## src/include/rsa_pkg.sv

```systemverilog
/*
 package for the rotate / borrow-subtract alu slice.
 assumes an 8-bit core with the decoder giving a one-hot operation code.
*/
package rsa_pkg;
	localparam int DATA_W = 8;
	localparam int NIB_W = 4;
	localparam logic [7:0] ACC_RST = 8'h00;
	localparam logic [5:0] FLAGS_RST = 6'h00;
	localparam logic [7:0] MEM_RST = 8'h00;
	// flag vector bit positions
	localparam int F_CARRY = 0;
	localparam int F_HALF = 1;
	localparam int F_ZERO = 2;
	localparam int F_WRAP = 3;
	localparam int F_CSIGN = 4;
	localparam int F_CNULL = 5;
	localparam int FLAG_W = 6;
	typedef enum logic [5:0]
	{
		RSA_OP_NONE = 6'h01,
		RSA_OP_ROT_ACC = 6'h02,
		RSA_OP_ROT_CARRY = 6'h04,
		RSA_OP_ROT_CARRY_ACC = 6'h08,
		RSA_OP_SUB_ACC = 6'h10,
		RSA_OP_SUB_MEM = 6'h20
	} rsa_op_t;
endpackage

```

## src/include/rsa_res_if.sv

```systemverilog
/*
 interface carrying the combinational result between core and compute unit.
 assumes both ends on the same clock.
*/
`timescale 1ns/100ps
interface rsa_res_if;
	logic [7:0] diff;
	logic carry;
	logic half;
	logic wrap;
	logic zero;
	modport calc (output diff, output carry, output half, output wrap, output zero);
	modport user (input diff, input carry, input half, input wrap, input zero);
endinterface

```

## src/rsa_core.sv

```systemverilog
/*
 rotate-right and borrow-subtract datapath slice with accumulator and flags.
 assumes the decoder pulses op_in for one cycle with the memory byte on mem_in;
 memory writes leave through mem_we_out / mem_out.
*/
`timescale 1ns/100ps
module rsa_core
(
	input wire logic clk_in,
	input wire logic rst_n_in,
	input wire logic [5:0] op_in,
	input wire logic [7:0] mem_in,
	output logic [7:0] acc_out,
	output logic [5:0] flags_out,
	output logic [7:0] mem_out,
	output logic mem_we_out
);
	logic [7:0] acc_q;
	logic [7:0] acc_d;
	logic [5:0] flags_q;
	logic [5:0] flags_d;
	logic [7:0] mem_q;
	logic [7:0] mem_d;
	logic we_q;
	logic we_d;
	logic carry_now;
	logic [5:0] op_eff;
	logic [5:0] sub_flags;
	rsa_res_if res ();

	// fill bit enters at the top, bit 0 drops out
	function automatic logic [7:0] rot_right(input logic fill, input logic [7:0] byte_in);
		return {fill, byte_in[7:1]};
	endfunction

	// only a single set bit other than the idle code counts as an operation
	function automatic logic op_known(input logic [5:0] op);
		return $onehot(op) && (op != rsa_pkg::RSA_OP_NONE);
	endfunction

	function automatic logic is_sub(input logic [5:0] op);
		return (op == rsa_pkg::RSA_OP_SUB_ACC) || (op == rsa_pkg::RSA_OP_SUB_MEM);
	endfunction

	function automatic logic is_rot_carry(input logic [5:0] op);
		return (op == rsa_pkg::RSA_OP_ROT_CARRY) || (op == rsa_pkg::RSA_OP_ROT_CARRY_ACC);
	endfunction

	// chained null folds in the earlier result so multi-byte compares work
	function automatic logic [5:0] sub_flag_vec(input logic [5:0] prev, input logic [7:0] diff,
		input logic carry, input logic half, input logic wrap, input logic zero);
		logic [5:0] v;
		v = prev;
		v[rsa_pkg::F_CARRY] = carry;
		v[rsa_pkg::F_HALF] = half;
		v[rsa_pkg::F_ZERO] = zero;
		v[rsa_pkg::F_WRAP] = wrap;
		v[rsa_pkg::F_CSIGN] = diff[7] ^ wrap;
		v[rsa_pkg::F_CNULL] = zero & prev[rsa_pkg::F_CNULL];
		return v;
	endfunction

	rsa_sub u_sub
	(
		.acc_in(acc_q),
		.opd_in(mem_in),
		.carry_in(carry_now),
		.res(res)
	);

	assign carry_now = flags_q[rsa_pkg::F_CARRY];
	// refused codes collapse to idle here so no branch below can see them
	assign op_eff = op_known(op_in) ? op_in : rsa_pkg::RSA_OP_NONE;
	assign sub_flags = sub_flag_vec(flags_q, res.diff, res.carry, res.half, res.wrap, res.zero);

	// accumulator
	always_comb
	begin
		acc_d = acc_q;
		case (op_eff)
			rsa_pkg::RSA_OP_ROT_ACC:
			begin
				acc_d = rot_right(mem_in[0], mem_in);
			end
			rsa_pkg::RSA_OP_ROT_CARRY_ACC:
			begin
				acc_d = rot_right(carry_now, mem_in);
			end
			rsa_pkg::RSA_OP_SUB_ACC:
			begin
				acc_d = res.diff;
			end
			rsa_pkg::RSA_OP_ROT_CARRY, rsa_pkg::RSA_OP_SUB_MEM:
			begin
				acc_d = acc_q;
			end
			default:
			begin
				acc_d = acc_q;
			end
		endcase
	end

	always_ff @(posedge clk_in or negedge rst_n_in)
	begin
		if (!rst_n_in)
		begin
			acc_q <= rsa_pkg::ACC_RST;
		end
		else
		begin
			acc_q <= acc_d;
		end
	end

	// flags: the plain rotate must leave all six alone
	always_comb
	begin
		flags_d = flags_q;
		case (op_eff)
			rsa_pkg::RSA_OP_ROT_ACC:
			begin
				flags_d = flags_q;
			end
			rsa_pkg::RSA_OP_ROT_CARRY, rsa_pkg::RSA_OP_ROT_CARRY_ACC:
			begin
				flags_d[rsa_pkg::F_CARRY] = mem_in[0];
			end
			rsa_pkg::RSA_OP_SUB_ACC:
			begin
				flags_d = sub_flags;
			end
			rsa_pkg::RSA_OP_SUB_MEM:
			begin
				// same flag set as the acc form; one path, no second subtractor
				flags_d = sub_flags;
			end
			default:
			begin
				flags_d = flags_q;
			end
		endcase
	end

	always_ff @(posedge clk_in or negedge rst_n_in)
	begin
		if (!rst_n_in)
		begin
			flags_q <= rsa_pkg::FLAGS_RST;
		end
		else
		begin
			flags_q <= flags_d;
		end
	end

	// memory byte: mem_out keeps its last value between writes
	always_comb
	begin
		mem_d = mem_q;
		case (op_eff)
			rsa_pkg::RSA_OP_ROT_CARRY:
			begin
				mem_d = rot_right(carry_now, mem_in);
			end
			rsa_pkg::RSA_OP_SUB_MEM:
			begin
				mem_d = res.diff;
			end
			rsa_pkg::RSA_OP_ROT_ACC, rsa_pkg::RSA_OP_ROT_CARRY_ACC:
			begin
				mem_d = mem_q;
			end
			default:
			begin
				mem_d = mem_q;
			end
		endcase
	end

	always_ff @(posedge clk_in or negedge rst_n_in)
	begin
		if (!rst_n_in)
		begin
			mem_q <= rsa_pkg::MEM_RST;
		end
		else
		begin
			mem_q <= mem_d;
		end
	end

	// write strobe: one cycle per memory-bound operation, never for the acc forms
	always_comb
	begin
		we_d = 1'b0;
		if ((op_eff == rsa_pkg::RSA_OP_ROT_CARRY) || (op_eff == rsa_pkg::RSA_OP_SUB_MEM))
		begin
			we_d = 1'b1;
		end
	end

	always_ff @(posedge clk_in or negedge rst_n_in)
	begin
		if (!rst_n_in)
		begin
			we_q <= 1'b0;
		end
		else
		begin
			we_q <= we_d;
		end
	end

	assign acc_out = acc_q;
	assign flags_out = flags_q;
	assign mem_out = mem_q;
	assign mem_we_out = we_q;
endmodule

```

## src/rsa_sub.sv

```systemverilog
/*
 borrow subtractor: acc minus operand minus inverted carry, with flags.
 assumes operands stable within the cycle; purely combinational.
*/
`timescale 1ns/100ps
module rsa_sub
(
	input wire logic [7:0] acc_in,
	input wire logic [7:0] opd_in,
	input wire logic carry_in,
	rsa_res_if.calc res
);
	logic [8:0] full;
	logic [4:0] low;
	always_comb
	begin
		full = {1'b0, acc_in} - {1'b0, opd_in} - {8'h00, ~carry_in};
		low = {1'b0, acc_in[3:0]} - {1'b0, opd_in[3:0]} - {4'h0, ~carry_in};
		res.diff = full[7:0];
		// borrow out means negative: carry cleared, else set
		res.carry = ~full[8];
		res.half = ~low[4];
		res.wrap = (acc_in[7] ^ opd_in[7]) & (acc_in[7] ^ full[7]);
		res.zero = (full[7:0] == 8'h00);
	end
endmodule

```

## config.mk

```make
export PLATFORM = sky130hd
export DESIGN_NAME = rsa_core
export DESIGN_NICKNAME = d
export VERILOG_FILES = /design/src/include/rsa_pkg.sv /design/src/include/rsa_res_if.sv /design/src/rsa_core.sv /design/src/rsa_sub.sv
export SDC_FILE = /design/constraint.sdc
export NUM_CORES = 1
export LEC_CHECK = 0
export BUFFER_PORTS_ARGS = -buffer_cell sky130_fd_sc_hd__buf_4
export CAP_MARGIN = 20
export CORE_MARGIN = 2
export CORE_UTILIZATION = 55
export DETAILED_ROUTE_END_ITERATION = 10
export PLACE_DENSITY = 0.76
export SETUP_SLACK_MARGIN = 0.15
export SLEW_MARGIN = 20
export SYNTH_ARGS = -nofsm -noshare
export SYNTH_HDL_FRONTEND = slang
export SYNTH_SLANG_ARGS = --single-unit
```

## constraint.sdc

```tcl
create_clock -name clk_in -period 7.2 [get_ports clk_in]
set_clock_uncertainty 0.1 [all_clocks]
set_input_delay 0.72 -clock clk_in [delete_from_list [all_inputs] [get_ports clk_in]]
set_output_delay 0.72 -clock clk_in [all_outputs]
set_load 0.01 [all_outputs]
```

==> results of run 1 <==
[layout make-up]
cell class              count  area, um2
flip-flops and latches     23      575.6
inverters                  33      123.9
repair buffers             39      292.8
multi-input cells         156       1207
fillers                   304       1079
clock inverters             1      5.005
well taps                  46      57.56
clock buffers               3      22.52
[registers in the layout, summed over array words and instances, names as in the netlist]
signal and flops:
acc_out 8, flags_out 6, mem_out 8, mem_we_out 1
[worst max path at each step]
stage                                  end  cells past startpoint      from
CTS                 mem_out[6]$_DFFE_PN0P_                     12  op_in[1]
finish              mem_out[6]$_DFFE_PN0P_                     12  op_in[1]
detailed placement  mem_out[6]$_DFFE_PN0P_                     12  op_in[1]
global route        mem_out[6]$_DFFE_PN0P_                     12  op_in[1]
global placement    acc_out[4]$_DFFE_PN0P_                     12  op_in[1]
floorplan           acc_out[4]$_DFFE_PN0P_                     12  op_in[3]
[metal layers]
metal	track usage, %	share of wire (%)	wire length [um]
met1	31.65	48	2029
met5	0	0	0
met2	38.95	47	1965
met4	4.891	0.81	34
met3	2.857	3.9	163
[report_power, final]
| part | internal (uW) | switching, uW |
|---|---|---|
| combinational | 218 | 264 |
| clock | 20.8 | 39.5 |
| sequential | 169 | 31.5 |
| total | 408 | 335 |
[through the flow]
step / worst slack, ps / hold slack (ps) / total power, uW
global placement: 2649 / 356.1 / 676.4
finish: 2951 / 173.6 / 742.9
floorplan: 2908 / 324.4 / 535.1
CTS: 2948 / 179.2 / 747.1
detailed placement: 2604 / 360.6 / 684.2
global route: 2791 / 179.1 / 814.9
[cell usage after synthesis (3+ instances only)]
cell type   n
nor2b_1     5
o31ai_1     3
dfrtp_1    23
nand2b_1    4
nor3_1      3
nand2_1    14
mux2_2      3
ha_1       16
nand4_1     3
nor2_1     15
xor2_1      4
inv_1      33
clkbuf_1    5
fa_1        5
a221o_1     4
mux2i_1     9
nand3_1     3
a21oi_1    13
o21ai_0    13
[cell families after synthesis]
| family | synth area share (%) |
|---|---|
| multiplexers | 6.391 |
| AND/OR/NAND/NOR | 18.20 |
| adder cells (fa/ha/maj) | 15.49 |
| XOR/XNOR | 2.711 |
| flip-flops | 29.70 |
| buffers and inverters | 8.005 |
| AO/OA/AOI/OAI | 19.50 |
==> flow_metrics.tcl, run 1 <==
set metrics [dict create \
    status "finished, final reports clean" \
    clockBufferDepth 2 \
    synth-async-reset-ratio_pct 100.0 \
    report.final.slew_viol_count 0 \
    routed_wl_um 4192 \
    mostFrequentLayoutCells "buf_4, inv_1, dfrtp_1, ha_1, nor2_1" \
    p_leak_uw 0.001113 \
    pin_count 39 \
    grt_pass1_vias 1607 \
    area_delta_synth_final_pct 17.88 \
    wl_per_cell_um 13.93 \
    syn_nets 256 \
    p_per_area_nw_per_um2 325.2 \
    cts.repair.resized 0 \
    track_usage_pct 23.02 \
    setup-violations-final 0 \
    ctsHoldBuffers 0 \
    cp-end-kind "register" \
    r2r_setup_slack_ps 4180 \
    grt_pass1_wl_um 7424 \
    synth_seq_cells 23 \
    num_vias 1668 \
    finalCriticalPeriod_ps 4249 \
    port_buffers 38 \
    diodes 0 \
    drive_gt1_share_pct 22.75 \
    mostFrequentLayoutCell "buf_4" \
    synth_edf_count 0 \
    clock_latency_ps 310 \
    peakVddDrop_mv 0.1669 \
    critPathRequiredTime_ps 7310 \
    maxSlewHeadroom_pct 44.66 \
    min_path_type "input port to asynchronous set/reset pin" \
    cts_tree "built" \
    max_stage_delay_ps 630 \
    fp.dieH_um 63.36 \
    synth_top_flop_cell "dfrtp_1" \
    cp_common_cell "fa_1" \
    drc 0 \
    cp_top_family "adder cells" \
    syn-instance-count 219 \
    synth.distinct_cells 50 \
    synth_top_area_share_pct 29.70 \
    synth_area_um2 1938 \
    die_w_um 63.36 \
    cts_buffers 3 \
    cp.arrival_ps 4360 \
    rsz0062_at_grt "false" \
    path_clk_slew_ps 130 \
    via_per_inst 5.542 \
    antenna_found_initial 0 \
    design_area_um2 2285 \
    fin_cells 301 \
    ant_nets 0 \
    r2r_cells 9 \
    critPathMaxFanout 9 \
    tightest_slew_ps 809.1 \
    crit_type "input port to register" \
    dp_cells 297 \
    num-nets-final 293 \
    clock-root-buffer "clkbuf_4" \
    max_freq_mhz 235.4 \
    start_util_pct 57.63 \
    grt_overflow 0 \
    cts_sinks 23 \
    fin_tns_setup_ps 0 \
    r2r_start "flags_out[0]$_DFFE_PN0P_" \
    yosysTopAreaCell "dfrtp_1" \
    yosysWarnings 0 \
    syn_area_per_cell_um2 8.850 \
    gp_congestion 0.8601 \
    synth_seq_area_share_pct 29.70 \
    hold_viol_final 0 \
    placedInstanceArea_um2 2257 \
    grt_max_degree 24 \
    worstReg2RegEnd "flags_out[2]$_DFFE_PN0P_" \
    cap_violations 0 \
    cp_cell_sequence "buf_4, inv_1, fa_1, fa_1, inv_1, ha_1, fa_1, nor4b_4, nand2_4, nor4_4, nor2_2, a221o_1" \
    dieArea_um2 4014 \
    dr.pass1.iters 4 \
    synth_area_leaders "dfrtp_1, ha_1, inv_1" \
    crit_buf_inv 3 \
    drtIter0Drc 78 \
    post-route-util_pct 67.93 \
    htreeDepth 1 \
    cts_setup_buffers 0 \
    slowest_stage "nor4_4" \
    row_count 21 \
    startpoint_type "input port" \
    core_um2 3363 \
    fin_crit_sh_pct 59.01 \
    dp_hpwl_um 3309 \
]
Note: power is estimated with default switching activity, not from simulation.
==> inputs of run 2 (changes only) <==
--- a/config.mk
+++ b/config.mk
@@ -5,12 +5,13 @@
 export SDC_FILE = /design/constraint.sdc
 export NUM_CORES = 1
 export LEC_CHECK = 0
+export ABC_AREA = 1
 export BUFFER_PORTS_ARGS = -buffer_cell sky130_fd_sc_hd__buf_4
 export CAP_MARGIN = 20
 export CORE_MARGIN = 2
-export CORE_UTILIZATION = 55
+export CORE_UTILIZATION = 50
 export DETAILED_ROUTE_END_ITERATION = 10
-export PLACE_DENSITY = 0.76
+export PLACE_DENSITY = 0.72
 export SETUP_SLACK_MARGIN = 0.15
 export SLEW_MARGIN = 20
 export SYNTH_ARGS = -nofsm -noshare
==> constraint.sdc (replaced) <==
create_clock -name clk_in -period 3.7 [get_ports clk_in]
set_clock_uncertainty 0.1 [all_clocks]
set_input_delay 0.37 -clock clk_in [delete_from_list [all_inputs] [get_ports clk_in]]
set_output_delay 0.37 -clock clk_in [all_outputs]
set_load 0.01 [all_outputs]
==> run 2 against run 1 <==
  * Clock power rose to 2.6 times the previous value
  * Total power rose by 74%
  * Count of clock-buffer cells in the layout is the same
  * Synthesized cell count rose by 30%
  * Via count rose by 13%
  * Core utilization down 5.9 points
  * Synthesized area grew 4.5%
  * Combinational power increased by 60%
  * Die area increased by 14%
  * Final area rose by 7.1%
  * Final cell count up 26%
  * Critical path type unchanged
  * Highest routed layer unchanged
==> flow_metrics.tcl, run 2 <==
set metrics [dict create \
    status "finished, final reports clean" \
    cp-end-kind "register" \
    fin_crit_sh_pct 91.28 \
    port_buffers 38 \
    design_area_um2 2447 \
    row_count 23 \
    num-nets-final 368 \
    synth_compound_area_share_pct 6.366 \
    cp_top_family "adder cells" \
    startpoint_type "input port" \
    place_ws_ps 19.91 \
    synth_top_family_by_area "simple AND/OR/NAND/NOR gates" \
    max_stage_delay_ps 490 \
    critPathMaxFanout 6 \
    syn_area_per_cell_um2 7.128 \
    dieArea_um2 4574 \
    grt_overflow 0 \
    crit_buf_inv 6 \
    yosysWarnings 0 \
    min_path_cells 3 \
    track_usage_pct 23.17 \
    hold_viol_final 0 \
    synth_most_common_cell "nand2_1" \
    pin_count 39 \
    dp_hpwl_um 3951 \
    p_leak_uw 0.001388 \
    synth_commonest_cells "nand2_1, inv_1, dfrtp_1" \
    yosysTopAreaCell "dfrtp_1" \
    via_per_inst 4.966 \
    mostFrequentLayoutCells "nand2_1, inv_1, buf_4, dfrtp_1, nand3_1" \
    drive_gt1_share_pct 22.12 \
    dr.pass1.iters 4 \
    clock_latency_ps 270 \
    synth_top_area_share_pct 28.43 \
    max_freq_mhz 296.1 \
    maxSlewHeadroom_pct 76.44 \
    grt_pass1_vias 1691 \
    setup-violations-final 0 \
    cts_tree "built" \
    die_w_um 67.63 \
    hold_start "mem_in[7]" \
    cts.repair.resized 0 \
    area_delta_synth_final_pct 20.89 \
    tightest_slew_ps 353.3 \
    synth_seq_cells 23 \
    synth.distinct_cells 29 \
    synth_seq_area_share_pct 28.43 \
    rsz0062_at_grt "false" \
    syn_nets 321 \
    r2r_setup_slack_ps 1270 \
    mostFrequentLayoutCell "nand2_1" \
    drtIter0Drc 130 \
    diodes 0 \
    cap_violations 0 \
    synthSimpleGateAreaFrac_pct 37.33 \
    muxShareOfSynthArea_pct 0 \
    syn-instance-count 284 \
    synth_area_leaders "dfrtp_1, nand2_1, ha_1" \
    placedInstanceArea_um2 2384 \
    clock-root-buffer "clkbuf_8" \
    fp.dieH_um 67.63 \
    synth_top_flop_cell "dfrtp_1" \
    clockBufferDepth 2 \
    whs_endpoint "mem_out[6]$_DFFE_PN0P_" \
    synth-adder-area-share_pct 14.83 \
    num_vias 1887 \
    slowest_stage "fa_1" \
    synth-async-reset-ratio_pct 100.0 \
    synth_area_um2 2024 \
    cp_cell_sequence "buf_4, inv_1, fa_1, fa_1, inv_1, ha_1, fa_1, inv_2, nand2_1, nor2_4, buf_4, nand3_1, nor2_1, nand2_1, nand2_2, nor2_4, buf_4, nand2_1, nand2_1" \
    antenna_found_initial 0 \
    setup_ws_ps 322.5 \
    cts_sinks 23 \
    drc 0 \
    r2r_cells 13 \
    r2r_start "flags_out[0]$_DFFE_PN0P_" \
    htreeDepth 1 \
    cp_common_cell "nand2_1" \
    fin_tns_setup_ps 0 \
    critPathRequiredTime_ps 3760 \
    peakVddDrop_mv 0.3323 \
    routed_wl_um 4707 \
    cp.arrival_ps 3440 \
    grt_pass1_wl_um 7831 \
    gp_congestion 0.9227 \
    start_util_pct 51.35 \
    cts_buffers 3 \
    synth-xor-area-share_pct 2.163 \
    report.final.slew_viol_count 0 \
    finalCriticalPeriod_ps 3377 \
    finalPower_uw 1294 \
    ant_nets 0 \
    core_um2 3943 \
    worstReg2RegEnd "flags_out[5]$_DFFE_PN0P_" \
    p_per_area_nw_per_um2 528.7 \
    min_path_type "input port to register" \
    crit_type "input port to register" \
    wl_per_cell_um 12.39 \
    grt_max_degree 24 \
    path_clk_slew_ps 80 \
    synth_edf_count 0 \
]
==> run 2: changes by cell type after synthesis, moves of 9 or more <==
cell	before	now
a21oi_1	13	4
inv_1	33	46
o21ai_0	13	2
nand2_1	14	110
mux2i_1	9	0
nand3_1	3	18
==> run 2: what timing repair did <==
| item | in CTS | in global routing |
|---|---|---|
| endpoints found under the hold margin | 23 | 0 |
| hold buffers | 1 | 0 |
| setup endpoints to repair | 0 | 1 |
| buffers inserted | 0 | 1 |
==> run 2: final cells by class <==
| class | instances | area, um2 |
|---|---|---|
| flip-flops and latches | 23 | 575.6 |
| well taps | 50 | 62.56 |
| repair buffers | 44 | 332.8 |
| inverters | 53 | 201.4 |
| clock inverters | 1 | 5.005 |
| multi-input cells | 206 | 1229 |
| fillers | 366 | 1495 |
| clock buffers | 3 | 41.29 |
==> run 2: metrics by stage <==
| stage | hold slack, ps | utilization (%) | cells |
|---|---|---|---|
| 2_1_floorplan | -25.59 | - | 284 |
| 3_3_place_gp | 182.8 | 60.46 | 374 |
| 3_5_place_dp | 180.1 | 60.46 | 374 |
| 4_1_cts | 244.1 | 61.89 | 379 |
| 5_1_grt | 263.6 | 62.08 | 380 |
| 6_report | 245.9 | 62.08 | 380 |
==> run 2: power breakdown <==
group | switching, uW | internal, uW
combinational | 464 | 308
sequential | 51.4 | 311
clock | 83.9 | 75.3
total | 600 | 694
==> run 2: kinds of logic after synthesis <==
| group | Yosys count |
|---|---|
| buf+inv | 55 |
| simple gates | 159 |
| xor+xnor | 5 |
| compound gates | 21 |
| flops | 23 |
| fa+ha+maj | 21 |
==> run 2: worst register-to-register path, stage by stage (launching register included) <==
cell,delay [ps]
dfrtp_1,440
inv_1,80
fa_1,520
inv_1,60
ha_1,180
o21ai_1,120
nand2_1,120
nand2_1,110
nand2_1,70
nand2_1,60
nand2_1,110
inv_1,130
nand3_1,120
a21oi_1,140
==> run 2: per-layer routing <==
metal / global-route usage (%) / routed length, um / vias up
met5: 0 / 0 / -
li1: - / - / 971
met3: 3.667 / 302 / 7
met2: 36.89 / 2155 / 62
met4: 6.633 / 59 / 0
met1: 32.33 / 2189 / 847
==> run 2: how the worst max path moves through the flow <==
| stage | startpoint | endpoint | slack [ps] | depth (start not counted) |
|---|---|---|---|---|
| 2_1_floorplan | op_in[0] | acc_out[0]$_DFFE_PN0P_ | 430 | 17 |
| 3_3_place_gp | op_in[1] | mem_out[1]$_DFFE_PN0P_ | 70 | 17 |
| 3_5_place_dp | op_in[1] | mem_out[1]$_DFFE_PN0P_ | 20 | 17 |
| 4_1_cts | op_in[1] | mem_out[1]$_DFFE_PN0P_ | 310 | 17 |
| 5_1_grt | op_in[1] | acc_out[7]$_DFFE_PN0P_ | 140 | 19 |
| 6_report | op_in[1] | acc_out[6]$_DFFE_PN0P_ | 320 | 19 |
